$ cat src/fqd_pkg.sv
`default_nettype none
package fqd_pkg;

  // Command opcodes, shifted in one bit per rising SCK edge on IO0
  localparam logic [7:0] FQD_OP_QUAD      = 8'h6B;  // quad_output_read_cmd
  localparam logic [7:0] FQD_OP_QUAD_WIDE = 8'h6C;  // quad_output_read_wide_addr_cmd
  localparam logic [7:0] FQD_OP_DUAL      = 8'hBB;  // dual_io_read_cmd
  localparam logic [7:0] FQD_OP_DUAL_WIDE = 8'hBC;  // dual_io_read_wide_addr_cmd

  // Phase lengths in bits
  localparam logic [5:0] FQD_OPCODE_LAST  = 6'h07;  // Index of the last opcode bit
  localparam logic [5:0] FQD_ADDR_NARROW  = 6'h18;  // 3-byte address
  localparam logic [5:0] FQD_ADDR_WIDE    = 6'h20;  // 4-byte address
  localparam logic [5:0] FQD_MODE_BITS    = 6'h08;  // Mode byte, two bits per edge
  localparam logic [5:0] FQD_STEP_QUAD    = 6'h01;  // Address bits per edge, quad read
  localparam logic [5:0] FQD_STEP_DUAL    = 6'h02;  // Address bits per edge, dual read

  // Mode upper nibble that keeps the opcode-free read mode alive
  localparam logic [3:0] FQD_MODE_CONT    = 4'hA;

  // Data path constants
  localparam logic [23:0] FQD_ADDR_RESET  = 24'h000000;
  localparam logic [23:0] FQD_ADDR_ONE    = 24'h000001;
  localparam logic [1:0]  FQD_UNITS_QUAD  = 2'h1;   // Last nibble index of a byte
  localparam logic [1:0]  FQD_UNITS_DUAL  = 2'h3;   // Last bit-pair index of a byte
  localparam logic [3:0]  FQD_OE_QUAD     = 4'hF;
  localparam logic [3:0]  FQD_OE_DUAL     = 4'h3;
  localparam logic [3:0]  FQD_OE_OFF      = 4'h0;

  // Register map, word indices on the plain register port
  localparam logic [3:0] FQD_REG_CTRL     = 4'h0;
  localparam logic [3:0] FQD_REG_STAT     = 4'h1;
  localparam logic [7:0] FQD_RDATA_ZERO   = 8'h00;

  // Control register layout: bit0 address width, bit1 quad enable, bits3:2 latency
  typedef struct packed {
    logic [1:0] latency_code;          // Dummy cycle selector
    logic       quad_enable;           // Gates the quad output read
    logic       address_width_select;  // Four-byte address for the narrow opcodes
  } fqd_cfg_s;

  localparam fqd_cfg_s FQD_CFG_RESET = 4'h0;

  // Sampled pin group
  typedef struct packed {
    logic       cs_n;
    logic       sck;
    logic [3:0] io;
  } fqd_pins_s;

  // Transaction phases, one-hot
  typedef enum logic [6:0] {
    FQD_ST_IDLE   = 7'h01,
    FQD_ST_OPCODE = 7'h02,
    FQD_ST_ADDR   = 7'h04,
    FQD_ST_MODE   = 7'h08,
    FQD_ST_DUMMY  = 7'h10,
    FQD_ST_DATA   = 7'h20,
    FQD_ST_IGNORE = 7'h40
  } fqd_state_e;

endpackage
`default_nettype wire

$ cat src/fqd_sync.sv
`timescale 1ns/100ps
`default_nettype none
module fqd_sync #(
  parameter int WIDTH = 6  // Number of independent levels to synchronise
) (
  input  wire logic             i_clk,
  input  wire logic             i_rst_b,
  input  wire logic [WIDTH-1:0] i_d,
  output var  logic [WIDTH-1:0] o_q
);

  logic [WIDTH-1:0] meta;  // First stage, read by the second stage only

  // Two flops per bit; pins are asynchronous to i_clk
  for (genvar g = 0; g < WIDTH; g++)
  begin : g_bit
    always_ff @(posedge i_clk or negedge i_rst_b)
    begin
      if (!i_rst_b)
      begin
        meta[g] <= 1'b0;
        o_q[g]  <= 1'b0;
      end
      else
      begin
        meta[g] <= i_d[g];
        o_q[g]  <= meta[g];
      end
    end
  end

endmodule // fqd_sync
`default_nettype wire

$ cat src/fqd_read_path.sv
// Overview of operation
// - 6Bh address width follows select; 6Ch four bytes
// - BBh address width follows select; BCh four bytes
// - Quad data: four bits per falling edge
// - Quad: dummy cycles after address, inputs ignored
// - Dummy count chosen by latency code
// - Address increments per byte, wraps to zero
// - Quad read only when quad enable set
// - Dual address two bits per rising edge
// - Dual: opcode, address, mode, latency, data
// - Mode Axh: next frame starts with address
// - Only mode bits 7-4 decide continuation
// - Other mode value: leave at CS rise
// - Short frame without command leaves continuation
// - Dual data: two bits per falling edge
// - Dual dummy cycles: inputs ignored
// - Opcode one bit per rising edge
// - Select bit enables four-byte narrow opcodes
// - Address bits above A23 ignored
// - CS rise ends any read
//
// The register addresses and the address-and-strobe port are this design's own decisions.
`timescale 1ns/100ps
`default_nettype none
module fqd_read_path #(
  parameter logic [15:0] QUAD_DUMMY_TABLE = 16'h0888,  // Nibble per latency code
  parameter logic [15:0] DUAL_DUMMY_TABLE = 16'h0444   // Nibble per latency code
) (
  input  wire logic                i_clk,
  input  wire logic                i_rst_b,
  input  wire logic                i_sck,
  input  wire logic                i_cs_n,
  input  wire logic [3:0]          i_io,
  output var  logic [3:0]          o_io,
  output var  logic [3:0]          o_io_oe,
  output var  logic [23:0]         o_mem_addr,
  input  wire logic [7:0]          i_mem_data,
  input  wire logic [3:0]          i_reg_addr,
  input  wire logic [7:0]          i_reg_wdata,
  input  wire logic                i_reg_wr,
  input  wire logic                i_reg_rd,
  output var  logic [7:0]          o_reg_rdata,
  output var  fqd_pkg::fqd_cfg_s   o_cfg
);
  import fqd_pkg::*;

  fqd_pins_s  pin_raw;        // Raw pin group
  fqd_pins_s  pin_q;          // Pins after two flops
  logic       sck_d;          // Previous synchronised SCK
  logic       cs_n_d;         // Previous synchronised CS#
  fqd_state_e state;          // Current phase
  fqd_state_e next_state;
  logic [5:0] bit_cnt;        // Bits taken in the current phase
  logic [5:0] next_bit_cnt;
  logic [7:0] opcode;         // Opcode shift register
  logic [7:0] next_opcode;
  logic [23:0] addr;          // Byte address, upper bits fall off
  logic [23:0] next_addr;
  logic [7:0] mode;           // Captured mode byte
  logic [7:0] next_mode;
  logic       mode_done;      // Full mode byte seen in this frame
  logic       next_mode_done;
  logic       cmd_quad;       // Current read is the quad output read
  logic       next_cmd_quad;
  logic       cmd_wide;       // Current read takes four address bytes
  logic       next_cmd_wide;
  logic       cont;           // Opcode-free read mode armed
  logic       next_cont;
  logic       cont_wide;      // Address width for the opcode-free read
  logic       next_cont_wide;
  logic [3:0] dummy_cnt;      // Falling edges left before data
  logic [3:0] next_dummy_cnt;
  logic [1:0] unit;           // Nibble or bit-pair index in the byte
  logic [1:0] next_unit;
  logic [7:0] data_sh;        // Remaining bits of the byte on the wire
  logic [7:0] next_data_sh;
  logic [3:0] next_io;
  logic [3:0] next_io_oe;

  assign pin_raw = {i_cs_n, i_sck, i_io};

  // Every pin passes two flops before any logic looks at it
  fqd_sync #(
    .WIDTH ($bits(fqd_pins_s))
  ) u_sync (
    .i_clk   (i_clk),
    .i_rst_b (i_rst_b),
    .i_d     (pin_raw),
    .o_q     (pin_q)
  );

  // Edge detection on the synchronised link clock and select
  wire sck_rise = pin_q.sck & ~sck_d;
  wire sck_fall = ~pin_q.sck & sck_d;
  wire cs_fall  = ~pin_q.cs_n & cs_n_d;
  wire cs_rise  = pin_q.cs_n & ~cs_n_d;

  // Phase decodes
  wire st_opcode = (state == FQD_ST_OPCODE);
  wire st_addr   = (state == FQD_ST_ADDR);
  wire st_mode   = (state == FQD_ST_MODE);
  wire st_dummy  = (state == FQD_ST_DUMMY);
  wire st_data   = (state == FQD_ST_DATA);

  // Opcode decode on the byte including the bit arriving now
  wire [7:0] op_full    = {opcode[6:0], pin_q.io[0]};
  wire       op_quad    = (op_full == FQD_OP_QUAD) | (op_full == FQD_OP_QUAD_WIDE);
  wire       op_dual    = (op_full == FQD_OP_DUAL) | (op_full == FQD_OP_DUAL_WIDE);
  wire       op_accept  = op_quad & o_cfg.quad_enable;
  // Wide opcodes always four bytes, narrow ones follow the select bit
  wire       op_wide    = (op_full == FQD_OP_QUAD_WIDE) | (op_full == FQD_OP_DUAL_WIDE)
                          | o_cfg.address_width_select;
  wire       opcode_end = st_opcode & sck_rise & (bit_cnt == FQD_OPCODE_LAST);

  // Address shifting: one bit on IO0 for quad, IO1:IO0 for dual
  wire [5:0]  addr_step  = cmd_quad ? FQD_STEP_QUAD : FQD_STEP_DUAL;
  wire [5:0]  addr_sum   = bit_cnt + addr_step;
  wire [5:0]  addr_bits  = cmd_wide ? FQD_ADDR_WIDE : FQD_ADDR_NARROW;
  wire        addr_end   = (addr_sum == addr_bits);
  // Only 24 bits are kept, so A31..A24 of a wide address drop out
  wire [23:0] addr_shift = cmd_quad ? {addr[22:0], pin_q.io[0]}
                                    : {addr[21:0], pin_q.io[1:0]};

  // Mode capture, two bits per rising edge
  wire [7:0] mode_shift = {mode[5:0], pin_q.io[1:0]};
  wire [5:0] mode_sum   = bit_cnt + FQD_STEP_DUAL;
  wire       mode_end   = (mode_sum == FQD_MODE_BITS);
  // Low nibble is never looked at; it may be floating on the wire
  wire       mode_keeps = mode_done & (mode[7:4] == FQD_MODE_CONT);

  // Dummy length from the latency code
  wire [3:0] quad_dummy = QUAD_DUMMY_TABLE[{o_cfg.latency_code, 2'b00} +: 4];
  wire [3:0] dual_dummy = DUAL_DUMMY_TABLE[{o_cfg.latency_code, 2'b00} +: 4];

  // Data drive: first unit after the dummy count runs out, then every fall
  wire       drive      = sck_fall & (st_data | (st_dummy & (dummy_cnt == 4'h0)));
  wire [1:0] unit_last  = cmd_quad ? FQD_UNITS_QUAD : FQD_UNITS_DUAL;
  wire       byte_end   = (unit == unit_last);
  wire [7:0] byte_src   = (unit == 2'h0) ? i_mem_data : data_sh;
  wire [3:0] drive_io   = cmd_quad ? byte_src[7:4] : {2'b00, byte_src[7:6]};
  wire [7:0] drive_sh   = cmd_quad ? {byte_src[3:0], 4'h0} : {byte_src[5:0], 2'b00};

  // Register port decodes
  wire       wr_ctrl    = i_reg_wr & (i_reg_addr == FQD_REG_CTRL);
  wire [7:0] stat_word  = {cont, state};
  wire [7:0] rd_mux     = (i_reg_addr == FQD_REG_CTRL) ? {4'h0, o_cfg}
                        : (i_reg_addr == FQD_REG_STAT) ? stat_word
                        : FQD_RDATA_ZERO;

  // Next-state logic for the link side
  always_comb
  begin
    next_state     = state;
    next_bit_cnt   = bit_cnt;
    next_opcode    = opcode;
    next_addr      = addr;
    next_mode      = mode;
    next_mode_done = mode_done;
    next_cmd_quad  = cmd_quad;
    next_cmd_wide  = cmd_wide;
    next_cont      = cont;
    next_cont_wide = cont_wide;
    next_dummy_cnt = dummy_cnt;
    next_unit      = unit;
    next_data_sh   = data_sh;
    next_io        = o_io;
    next_io_oe     = o_io_oe;
    if (cs_rise)
    begin
      // Frame over wherever it stood; continuation kept only on Axh
      next_state = FQD_ST_IDLE;
      next_io_oe = FQD_OE_OFF;
      // A short frame never completes a mode byte, so it also disarms
      next_cont  = mode_keeps;
    end
    else if (cs_fall)
    begin
      next_bit_cnt   = 6'h00;
      next_mode_done = 1'b0;
      next_unit      = 2'h0;
      if (cont)
      begin
        // Opcode-free frame: straight into a dual address
        next_state    = FQD_ST_ADDR;
        next_cmd_quad = 1'b0;
        next_cmd_wide = cont_wide;
      end
      else
      begin
        next_state = FQD_ST_OPCODE;
      end
    end
    else
    begin
      case (state)
        FQD_ST_OPCODE:
        begin
          if (sck_rise)
          begin
            next_opcode  = op_full;
            next_bit_cnt = bit_cnt + 6'h01;
            if (opcode_end)
            begin
              next_bit_cnt  = 6'h00;
              next_cmd_quad = op_accept;
              next_cmd_wide = op_wide;
              // Unknown command, or quad while disabled: sit out the frame
              next_state    = (op_accept | op_dual) ? FQD_ST_ADDR : FQD_ST_IGNORE;
            end
          end
        end
        FQD_ST_ADDR:
        begin
          if (sck_rise)
          begin
            next_addr    = addr_shift;
            next_bit_cnt = addr_sum;
            if (addr_end)
            begin
              next_bit_cnt = 6'h00;
              // Quad goes to its latency, dual first takes the mode byte
              if (cmd_quad)
              begin
                next_state     = FQD_ST_DUMMY;
                next_dummy_cnt = quad_dummy;
              end
              else
              begin
                next_state = FQD_ST_MODE;
              end
            end
          end
        end
        FQD_ST_MODE:
        begin
          if (sck_rise)
          begin
            next_mode    = mode_shift;
            next_bit_cnt = mode_sum;
            if (mode_end)
            begin
              next_mode_done = 1'b1;
              next_cont_wide = cmd_wide;
              next_state     = FQD_ST_DUMMY;
              next_dummy_cnt = dual_dummy;
            end
          end
        end
        FQD_ST_DUMMY:
        begin
          // Inputs are not sampled here at all, so floating lines are harmless
          if (sck_fall)
          begin
            if (dummy_cnt == 4'h0)
            begin
              next_state = FQD_ST_DATA;
            end
            else
            begin
              next_dummy_cnt = dummy_cnt - 4'h1;
            end
          end
        end
        FQD_ST_DATA:
        begin
          // Output work is done below; the phase lasts until CS# rises
        end
        FQD_ST_IDLE, FQD_ST_IGNORE:
        begin
          // Wait for the next select edge
        end
        default:
        begin
          next_state = FQD_ST_IDLE;
        end
      endcase
      // Shift one unit onto the lines on each falling edge of the data phase
      if (drive)
      begin
        next_io      = drive_io;
        next_io_oe   = cmd_quad ? FQD_OE_QUAD : FQD_OE_DUAL;
        next_data_sh = drive_sh;
        next_unit    = byte_end ? 2'h0 : unit + 2'h1;
        if (byte_end)
        begin
          // 24-bit counter rolls from the top straight to zero
          next_addr = addr + FQD_ADDR_ONE;
        end
      end
    end
  end

  // Pin history for edge detection
  always_ff @(posedge i_clk or negedge i_rst_b)
  begin
    if (!i_rst_b)
    begin
      sck_d  <= 1'b0;
      // Matches the synchroniser's low reset output, so release shows no false fall;
      // a frame already running at release then waits for its CS# rise
      cs_n_d <= 1'b0;
    end
    else
    begin
      sck_d  <= pin_q.sck;
      cs_n_d <= pin_q.cs_n;
    end
  end

  // Phase and control flops
  always_ff @(posedge i_clk or negedge i_rst_b)
  begin
    if (!i_rst_b)
    begin
      state     <= FQD_ST_IDLE;
      bit_cnt   <= 6'h00;
      opcode    <= 8'h00;
      mode      <= 8'h00;
      mode_done <= 1'b0;
      cmd_quad  <= 1'b0;
      cmd_wide  <= 1'b0;
      cont      <= 1'b0;
      cont_wide <= 1'b0;
      dummy_cnt <= 4'h0;
    end
    else
    begin
      state     <= next_state;
      bit_cnt   <= next_bit_cnt;
      opcode    <= next_opcode;
      mode      <= next_mode;
      mode_done <= next_mode_done;
      cmd_quad  <= next_cmd_quad;
      cmd_wide  <= next_cmd_wide;
      cont      <= next_cont;
      cont_wide <= next_cont_wide;
      dummy_cnt <= next_dummy_cnt;
    end
  end

  // Data path flops; the array address is a flop so memory sees a clean value
  always_ff @(posedge i_clk or negedge i_rst_b)
  begin
    if (!i_rst_b)
    begin
      addr    <= FQD_ADDR_RESET;
      unit    <= 2'h0;
      data_sh <= 8'h00;
      o_io    <= 4'h0;
      o_io_oe <= FQD_OE_OFF;
    end
    else
    begin
      addr    <= next_addr;
      unit    <= next_unit;
      data_sh <= next_data_sh;
      o_io    <= next_io;
      o_io_oe <= next_io_oe;
    end
  end

  assign o_mem_addr = addr;

  // Register port; changing the control word mid-frame takes effect at once
  always_ff @(posedge i_clk or negedge i_rst_b)
  begin
    if (!i_rst_b)
    begin
      o_cfg       <= FQD_CFG_RESET;
      o_reg_rdata <= FQD_RDATA_ZERO;
    end
    else
    begin
      if (wr_ctrl)
      begin
        o_cfg <= i_reg_wdata[3:0];
      end
      o_reg_rdata <= i_reg_rd ? rd_mux : FQD_RDATA_ZERO;
    end
  end
endmodule // fqd_read_path
`default_nettype wire

$ cat config.mk
export PLATFORM = sky130hd
export DESIGN_NAME = fqd_read_path
export DESIGN_NICKNAME = d
export VERILOG_FILES = /design/src/fqd_pkg.sv /design/src/fqd_sync.sv /design/src/fqd_read_path.sv
export SDC_FILE = /design/constraint.sdc
export NUM_CORES = 1
export LEC_CHECK = 0
export BUFFER_PORTS_ARGS = -buffer_cell sky130_fd_sc_hd__buf_4
export CAP_MARGIN = 15
export CORE_ASPECT_RATIO = 1.4
export CORE_UTILIZATION = 63
export DETAILED_ROUTE_END_ITERATION = 8
export GPL_TIMING_DRIVEN = 0
export HOLD_SLACK_MARGIN = 0.12
export PLACE_DENSITY = 0.9
export REMOVE_ABC_BUFFERS = 1
export SETUP_SLACK_MARGIN = 0.4
export SYNTH_ARGS = -nofsm -noshare
export SYNTH_HDL_FRONTEND = slang
export SYNTH_SLANG_ARGS = --single-unit
$ cat constraint.sdc
create_clock -name i_clk -period 7.1 [get_ports i_clk]
set_input_delay 0.355 -clock i_clk [delete_from_list [all_inputs] [get_ports i_clk]]
set_output_delay 0.355 -clock i_clk [all_outputs]
set_load 0.03 [all_outputs]
# Word-level counts from Yosys, hierarchy flattened
# Cells that the tools add are included.
# totals
ff_bits,101
latch_bits,0
ramBits,0
rom_bits,0
wordCells,187
memories,0
# op_classes
addsub,6
n_mul,0
n_div,0
magnitude_cmp,0
n_eq_ne,38
n_shift,2
mux,64
n_bitwise,23
n_reduce_logical,25
# ops
operator,n
two-way mux 24 bit,5
two-way mux 7 bit,11
two-way mux 4 bit,12
two-way mux 6 bit,7
two-way mux 8 bit,5
case mux 7 bit (5 select lines),1
"indexed part select 16 x 5 -> 4 bit, first input constant",2
"adder 24 x 1 -> 24 bit, second input constant",1
case mux 6 bit (3 select lines),1
"== test 8 x 7 -> 1 bit, second input constant",2
"== test 8 bit, second input constant",2
"inequality test 4 x 3 -> 1 bit, second input constant",4
"inequality test 4 bit, second input constant",4
AND reduction 5 bit,3
two-way mux 1 bit,14
nonzero test 2 bit,7
"inequality test 2 bit, second input constant",6
case mux 4 bit (3 select lines),1
AND reduction 4 bit,3
bitwise AND 1 bit,11
two-way mux 2 bit,5
AND reduction 10 bit,1
"inequality test 3 bit, second input constant",3
AND reduction 9 bit,1
31 further kinds,46

# Longest topological paths before layout
# Gate-level depths: netlist of the first run.
# depth
word_depth,10
mapped_depth,10
mapped_depth_nobuf,8

# By module
# From an unflattened synthesis of the first run, not the netlist that was laid out.
# hier_totals
hier_cells,627
area_unflattened_um2,5959.5
# modules_own_cells
module,instances,cells_each,area_per_inst_um2,seq_area_each_um2
fqd_read_path,1,615,5659.2,2228.4
fqd_sync,1,12,300.3,300.3

# Worst setup path after synthesis of the first run
# Ideal clock, no wire load.
# synth_path
path_kind,register to register
startpoint,register cmd_quad
endpoint,register dummy_cnt[0]
setup_time_ns,0.128
arrival_ns,2.609
required_ns,6.972
path_slack_ns,4.364
stages_incl_launch_ff,11
path_buffers,2
period_less_slack_ns,2.736
cell_sequence,dfrtp_1 buf_2 inv_1 clkbuf_1 fa_1 and4_1 or3_1 nor4_2 o211a_1 o21a_1 mux2_1
# synth_via
elab_chain_len,5
# synth_lines
element,line_no,rtl
from (decl),fqd_read_path.sv:63,logic cmd_quad;
from (signal assigned),fqd_read_path.sv:333,cmd_quad <= next_cmd_quad;
two-way mux 2 bit,fqd_read_path.sv:116,wire [5:0] addr_step = cmd_quad ? FQD_STEP_QUAD : FQD_STEP_DUAL;
adder 6 x 2 -> 6 bit,fqd_read_path.sv:117,wire [5:0] addr_sum = bit_cnt + addr_step;
== test 6 bit,fqd_read_path.sv:119,wire addr_end = (addr_sum == addr_bits);
inequality test 2 x 1 -> 1 bit (no line),--,
AND reduction 10 bit (no line) (*),--,
to (signal assigned),fqd_read_path.sv:337,dummy_cnt <= next_dummy_cnt;
to (decl),fqd_read_path.sv:71,logic [3:0] dummy_cnt;
# Every way passes the cells marked *; elsewhere a longest branch is shown, timed or not.
# A chain may end at the register's enable or synchronous reset.

# Final worst setup path of the first run
# layout_path
startpoint,register cmd_quad
endpoint,register state[4]
# layout_via
elab_chain_len,6
# layout_lines
element,line_no,rtl
branches (longest 6 deep; another with adder 6 x 2 -> 6 bit),--,
to (signal assigned),fqd_read_path.sv:328,state <= next_state;
to (decl),fqd_read_path.sv:51,fqd_state_e state;
# Parallel ways; which one is timed is not known. The select of a mux whose other input is x is not followed.

==> flow_summary_export.csv, run 1 <==
group,metric,value,unit
clock_network,cts_resized,0,
synth,synthArstFlopShare,100,%
clock_network,path_clk_slew,0.07,ns
timing,relSlewSlack,25.9,%
final_layout,num-nets-final,705,
placed_design,gp_congestion,1.03,
floorplanning,coreArea,8980,µm²
clock_network,cts-root-buf,"clkbuf_16",
final_layout,most-common-layout-cells,"dfrtp_1 (95), buf_4 (67), a21oi_1 (52)",
final_layout,layout_commonest_cell,"dfrtp_1",
timing,hold_viol,0,
setup_path,startpoint_type,"flip-flop",
floorplanning,fp.dieW,83.2,µm
synth,ys_ff_latch,97,
timing,max_freq,0.264,GHz
floorplanning,row_count,41,
drt,firstDrtPassIters,6,
setup_path,critical_path.cell_chain,"inv_1, ha_1, a21oi_1, a2bb2oi_1, o2111a_1, o21ai_1, and3_1, o41ai_2",
min_path,hp-class,"in2reg",
drt,drtAntennaViolNets,0,
clock_network,clk_path_buf_depth,2,
global_route,overflow,0,
synth,syn_area_per_cell,9.40,µm²
drt,wirelength,14.4,mm
global_route,grt_first_pass_wirelength,23.0,mm
synth,syn-instance-count,618,
setup_path,critical_path_peak_fanout,44,
final_layout,post-route-util,73.8,%
synth,yosysWarnings,0,
setup_path,endpoint_kind,"flip-flop",
timing,maxSlewViolCount,0,
setup_path,criticalPathCategory,"reg2reg",
global_route,grt_max_degree,98,
placed_design,io_buffers,67,
clock_network,cts_buffers,9,
final_layout,antenna_cells,0,
synth,ys_types,75,
setup_path,path_delay_family,"compound AO/OA/AOI/OAI gates",
drt,drt_drc_violations_left,0,
drt,wl_per_cell,18.5,µm
floorplanning,initial_utilization,64.7,%
timing,skew,0.0144,ns
power,ir_drop,0.000167,V
global_route,grt_pass1_vias,4814,
power,p_leak,3.02,nW
drt,drt_iter0_drc,541,
synth,synth-edff-count,0,
synth,syn-cell-area,5810,µm²
timing,layout_min_cycle_time,3.79,ns
setup_path,crit_path_max_incr_delay,0.96,ns
drt,num_vias,5173,
synth,yosys_most_used_dff,"dfrtp_1",
synth,yosysSeqAreaShare,41.8,%
setup_path,critPathArrivalTime,4.04,ns
timing,setup-tns-final,0,ns
timing,setup_violations,0,
flow_run,drv_cap,0,
clock_network,cts_tree,"yes",
global_route,antenna_found_initial,0,
clock_network,clk_latency,0.36,ns
final_layout,area_growth,14.1,%
floorplanning,die_height,116,µm
setup_path,cp_slowest_cell,"dfrtp_2",
final_layout,drive_above_1_share,22.0,%
timing,grt_setup_unrepaired,"false",
global_route,grt.total_usage,30.0,%
setup_path,r2r_slack,3.31,ns
setup_path,required,7.35,ns
power,power_density,198,nW/µm²
floorplanning,die-area,9610,µm²
drt,vias_per_cell,6.67,
clock_network,clock_sinks,97,
run_status,status,"finished, final reports clean",
clock_network,cts_max_level,3,
timing,fin_crit_sh,53.4,%
timing,tightest_slew,1.11,ns
setup_path,cp_num_buf_inv,1,
floorplanning,num_io_pins,74,
final_layout,fillCellCount,634,
placed_design,place_hpwl,9.67,mm
==> layer usage <==
layer | track usage [%] | share of wire [%] | vias to the layer above
met4 | 17.6 | 3.6 | 0
met3 | 4.56 | 5.1 | 48
met2 | 52.5 | 52 | 240
li1 | - | - | 2399
met5 | 0 | 0 | -
met1 | 35.4 | 39 | 2486
==> synthesized netlist by cell type (3+ instances only) <==
library cell,count,share of area [%]
a22o_1,9,1.4
a21oi_1,52,4.5
buf_2,13,1.1
o32ai_1,3,0.45
nand2b_1,9,0.97
nor4_1,5,0.54
clkbuf_1,15,0.97
o21ai_0,47,4.0
xor2_1,4,0.60
mux2_2,36,7.0
dfrtp_1,96,41
and4_1,4,0.60
o22ai_1,19,2.0
a21boi_0,3,0.39
o41ai_2,4,1.1
or3_1,7,0.75
and2_1,7,0.75
and3_1,10,1.1
nand2_1,47,3.0
mux2i_1,9,1.6
nor3_1,13,1.1
or2_2,3,0.32
o31ai_1,12,1.6
a22oi_1,4,0.52
nor3_2,3,0.52
a31oi_1,8,0.86
nor3b_1,4,0.52
o21a_1,3,0.39
o221ai_1,3,0.45
nand4_1,8,0.86
nor2b_1,8,0.86
ha_1,10,2.2
inv_1,22,1.4
nand3_1,26,2.2
nor2_1,36,2.3
a32oi_1,4,0.60
buf_4,5,0.65
==> flip-flops by register name, summed over array words and instances (netlist names), 6 cells and up <==
signal and cells:
opcode 7, o_mem_addr 24, data_sh 6, state 7, bit_cnt 6, o_reg_rdata 8, mode 8
==> stage by stage <==
| step | hold slack (ns) | power (mW) | instances | cell area (µm²) | setup WS [ns] |
|---|---|---|---|---|---|
| 2_1_floorplan | 0.0594 | 0.753 | 580 | 5620 | 3.59 |
| 3_3_place_gp | 0.332 | 0.819 | 754 | 6250 | 2.75 |
| 3_5_place_dp | 0.336 | 0.827 | 754 | 6260 | 3.38 |
| 4_1_cts | 0.230 | 1.31 | 774 | 6590 | 3.36 |
| 5_1_grt | 0.233 | 1.36 | 776 | 6630 | 3.06 |
| 6_report | 0.233 | 1.31 | 776 | 6630 | 3.31 |
==> power by group <==
group | internal (mW) | switching (mW) | leakage [nW]
Clock | 0.248 | 0.235 | 0.142
Sequential | 0.574 | 0.0398 | 1.26
Combinational | 0.0883 | 0.125 | 1.61
Total | 0.910 | 0.400 | 3.02
==> cells by family (layout without fill, tap and decap cells) <==
logic type / count (synthesis) / count (layout) / share of synthesized area, %
xor+xnor: 5 / 5 / 0.754
compound gates: 194 / 194 / 21.8
simple gates: 204 / 204 / 19.5
flops: 97 / 97 / 41.8
fa+ha+maj: 11 / 11 / 2.50
mux: 47 / 47 / 8.92
buf+inv: 60 / 111 / 4.76
==> path summary, 6_finish.rpt <==
path                           startpoint             to  cells past startpoint
max                              cmd_quad       state[4]                      8
min                        i_reg_wdata[3]       o_cfg[3]                      2
max reg2reg                      cmd_quad       state[4]                      8
min reg2reg                u_sync.meta[5]  u_sync.o_q[5]                      0
max in group asynchronous         i_rst_b       cmd_quad                      3
min in group asynchronous         i_rst_b        o_io[3]                      2
==> area by class of cell <==
type / instances / area (µm²) / share of cell area [%]
well taps: 107 / 134 / 2.02
inverters: 22 / 82.6 / 1.25
repair buffers: 73 / 581 / 8.76
multi-input cells: 461 / 3110 / 46.9
clock buffers: 9 / 225 / 3.40
flip-flops and latches: 97 / 2430 / 36.7
clock inverters: 7 / 70.1 / 1.06
==> what timing repair did <==
action | CTS | global route
endpoints found under the hold margin | 4 | 44
setup endpoints to repair | 0 | 0
hold buffers | 4 | 1
buffers inserted | 0 | 0
No activity file was read; power rests on OpenSTA's default activity.
==> run 2: changes to the inputs <==
- ABC_AREA: unset -> 1
- CORE_UTILIZATION: 63 -> 59
- PLACE_DENSITY: 0.9 -> 0.85
- clock period: 7.1 -> 3.7 ns (I/O delays scaled with it)
==> run 2 against run 1 <==
- cell area is 5.6% higher
- synthesized area increased by 4.8%
- core utilization shrank 3.5 points
- largest power group unchanged
- sequential share of layout area is 2.0 points lower
- global-route usage shrank 0.41 points
- non-clock buffer count increased by 7
- clock power is 80% higher
- combinational power increased to 6.6 times the previous value
- highest routed layer unchanged
- register-to-register slack lost 2.6 ns
- synthesized cell count increased by 33%
- clock-buffer cell count rose by 2
- critical path type unchanged
- clock skew decreased by 0.0083 ns
==> flow_summary_export.csv, run 2 <==
group,metric,value,unit
clock_network,cts_buffers,9,
synth,ys_types,47,
global_route,grt_max_degree,98,
timing,tightest_slew,0.871,ns
flow_run,drv_cap,0,
timing,skew,0.00606,ns
setup_path,endpoint_kind,"flip-flop",
final_layout,layout_commonest_cell,"nand2_1",
floorplanning,row_count,43,
placed_design,place_hpwl,10.1,mm
drt,drt_drc_violations_left,0,
synth,ys_ff_latch,97,
synth,synth_area_leader_cell,"dfrtp_1",
placed_design,gp_congestion,0.935,
timing,layout_min_cycle_time,3.02,ns
global_route,overflow,0,
setup_path,required,3.94,ns
floorplanning,fp.dieW,87.8,µm
synth,syn_area_per_cell,7.41,µm²
synth,syn-instance-count,821,
synth,synth_top_area_share,39.5,%
setup_path,startpoint_type,"flip-flop",
drt,wirelength,15.0,mm
synth,yosys_most_used_dff,"dfrtp_1",
clock_network,cts_max_level,3,
timing,relSlewSlack,41.8,%
drt,drt_iter0_drc,475,
synth,synth-edff-count,0,
synth,ys_top_cells_by_count,"nand2_1 (213), dfrtp_1 (96), inv_1 (91), o21ai_0 (77)",
timing,fin_crit_sh,81.5,%
synth,synth_most_common_cell,"nand2_1",
clock_network,cts_tree,"yes",
floorplanning,coreArea,9950,µm²
global_route,grt_pass1_vias,5623,
power,power_density,544,nW/µm²
placed_design,io_buffers,67,
floorplanning,die-area,10700,µm²
timing,fin_hold_ws,0.131,ns
synth,synth.area.top_cells,"dfrtp_1 (39%), nand2_1 (13%), o21ai_0 (6.3%)",
timing,max_freq,0.332,GHz
synth,syn-cell-area,6090,µm²
clock_network,clk_latency,0.35,ns
drt,wl_per_cell,14.8,µm
floorplanning,num_io_pins,74,
clock_network,postCtsSetupBuffers,0,
drt,firstDrtPassIters,5,
global_route,grt.total_usage,29.6,%
floorplanning,die_height,122,µm
timing,hold_viol,0,
run_status,status,"finished, final reports clean",
floorplanning,initial_utilization,61.2,%
setup_path,critPathArrivalTime,3.26,ns
clock_network,clock_sinks,97,
global_route,antenna_found_initial,0,
power,p_leak,3.37,nW
timing,maxSlewViolCount,0,
global_route,grt_first_pass_wirelength,25.0,mm
drt,vias_per_cell,5.82,
final_layout,most-common-layout-cells,"nand2_1 (213), dfrtp_1 (95), inv_1 (91)",
min_path,hp-class,"in2reg",
final_layout,drive_above_1_share,15.8,%
timing,setup_violations,0,
synth,synthArstFlopShare,100,%
drt,drtAntennaViolNets,0,
setup_path,critical_path_peak_fanout,47,
final_layout,fillCellCount,799,
final_layout,num-nets-final,919,
drt,num_vias,5920,
clock_network,cts-root-buf,"clkbuf_16",
final_layout,largest_reg_flops,24,
setup_path,criticalPathCategory,"reg2reg",
clock_network,path_clk_slew,0.07,ns
timing,grt_setup_unrepaired,"false",
synth,yosysSeqAreaShare,39.9,%
timing,setup_ws,0.684,ns
power,ir_drop,0.000396,V
synth,yosysWarnings,0,
placed_design,place_worst_setup_slack,0.217,ns
final_layout,area_growth,15.0,%
final_layout,antenna_cells,0,
clock_network,clk_path_buf_depth,2,
[run 2: cell count changes in the layout (fill, tap and decap cells not counted), sizes merged, moves of 26 or more]
cell	change
nand2	+180
inv	+76
o21ai	+46
mux2	-36
o211ai	+34
nand3	+27
a21oi	-26
[run 2: final timing paths]
path | start | end | slack [ns] | cells past startpoint
setup reg to reg | cmd_quad | state[1] | 0.68 | 14
hold / removal | i_mem_data[1] | data_sh[3] | 0.13 | 3
min in group asynchronous | i_rst_b | o_cfg[1] | 0.39 | 2
hold reg to reg | u_sync.meta[1] | u_sync.o_q[1] | 0.35 | 0
setup / recovery | cmd_quad | state[1] | 0.68 | 14
max in group asynchronous | i_rst_b | o_mem_addr[14] | 2.63 | 3
[run 2: cell families after synthesis]
kind of cell | synth area share, %
AO/OA/AOI/OAI | 17.4
XOR/XNOR | 2.16
adder cells (fa/ha/maj) | 2.38
buffers and inverters | 9.33
flip-flops | 39.9
multiplexers | 0.370
AND/OR/NAND/NOR | 28.4
[run 2: per-stage QoR]
stage	setup TNS, ns	std cells	util (%)	cell area (µm²)	power [mW]
final	0	1017	70.3	7000	3.81
after global routing	0	1017	70.3	7000	4.03
after CTS	0	1015	69.9	6960	3.79
after detailed placement	0	990	66.3	6600	2.91
after global placement	-0.0360	989	66.1	6580	2.85
after floorplan	0	787	-	5910	2.45
[run 2: final cells by class]
type,instances,area (µm²),share of cell area (%)
clock buffer,11,233,3.32
clock inverter,4,30.0,0.429
inverter,102,392,5.59
multi-input combinational,588,3090,44.2
sequential,97,2430,34.7
tap,135,169,2.41
timing repair buffer,80,656,9.36
[run 2: layer usage]
layer  wire [µm]  share of wire (%)  vias up  track usage, %
li1            -                  -     2821               -
met1        5930                 40     2801            35.3
met2        7740                 52      249            51.6
met3         825                5.5       49            4.40
met4         507                3.4        0            14.4
met5           0                  0        -               0
[run 2: power by group]
| part | leakage, nW | switching (mW) | total (mW) | internal, mW |
|---|---|---|---|---|
| Sequential | 1.24 | 0.299 | 1.54 | 1.24 |
| Clock | 0.126 | 0.410 | 0.866 | 0.455 |
| Combinational | 2.00 | 0.905 | 1.40 | 0.491 |
| Total | 3.37 | 1.61 | 3.81 | 2.19 |
[run 2: repair_timing]
action / in CTS / in global routing
hold endpoints to repair: 10 / 45
setup endpoints to repair: 13 / 11
pin swaps: 0 / 0
gates resized for setup: 2 / 2
hold buffers: 10 / 1
[run 2: worst max-delay path: stages (launching register included)]
cell     delay, ns
dfrtp_2       0.70
inv_4         0.34
fa_1          0.53
nand3_1       0.11
nand2_1       0.05
nand2_1       0.12
nand2_1       0.05
o21ai_0       0.18
nand3_1       0.10
nand2_1       0.13
nand3_1       0.13
nand2_2       0.17
nand2_2       0.13
nand2_1       0.11
nand2_1       0.05
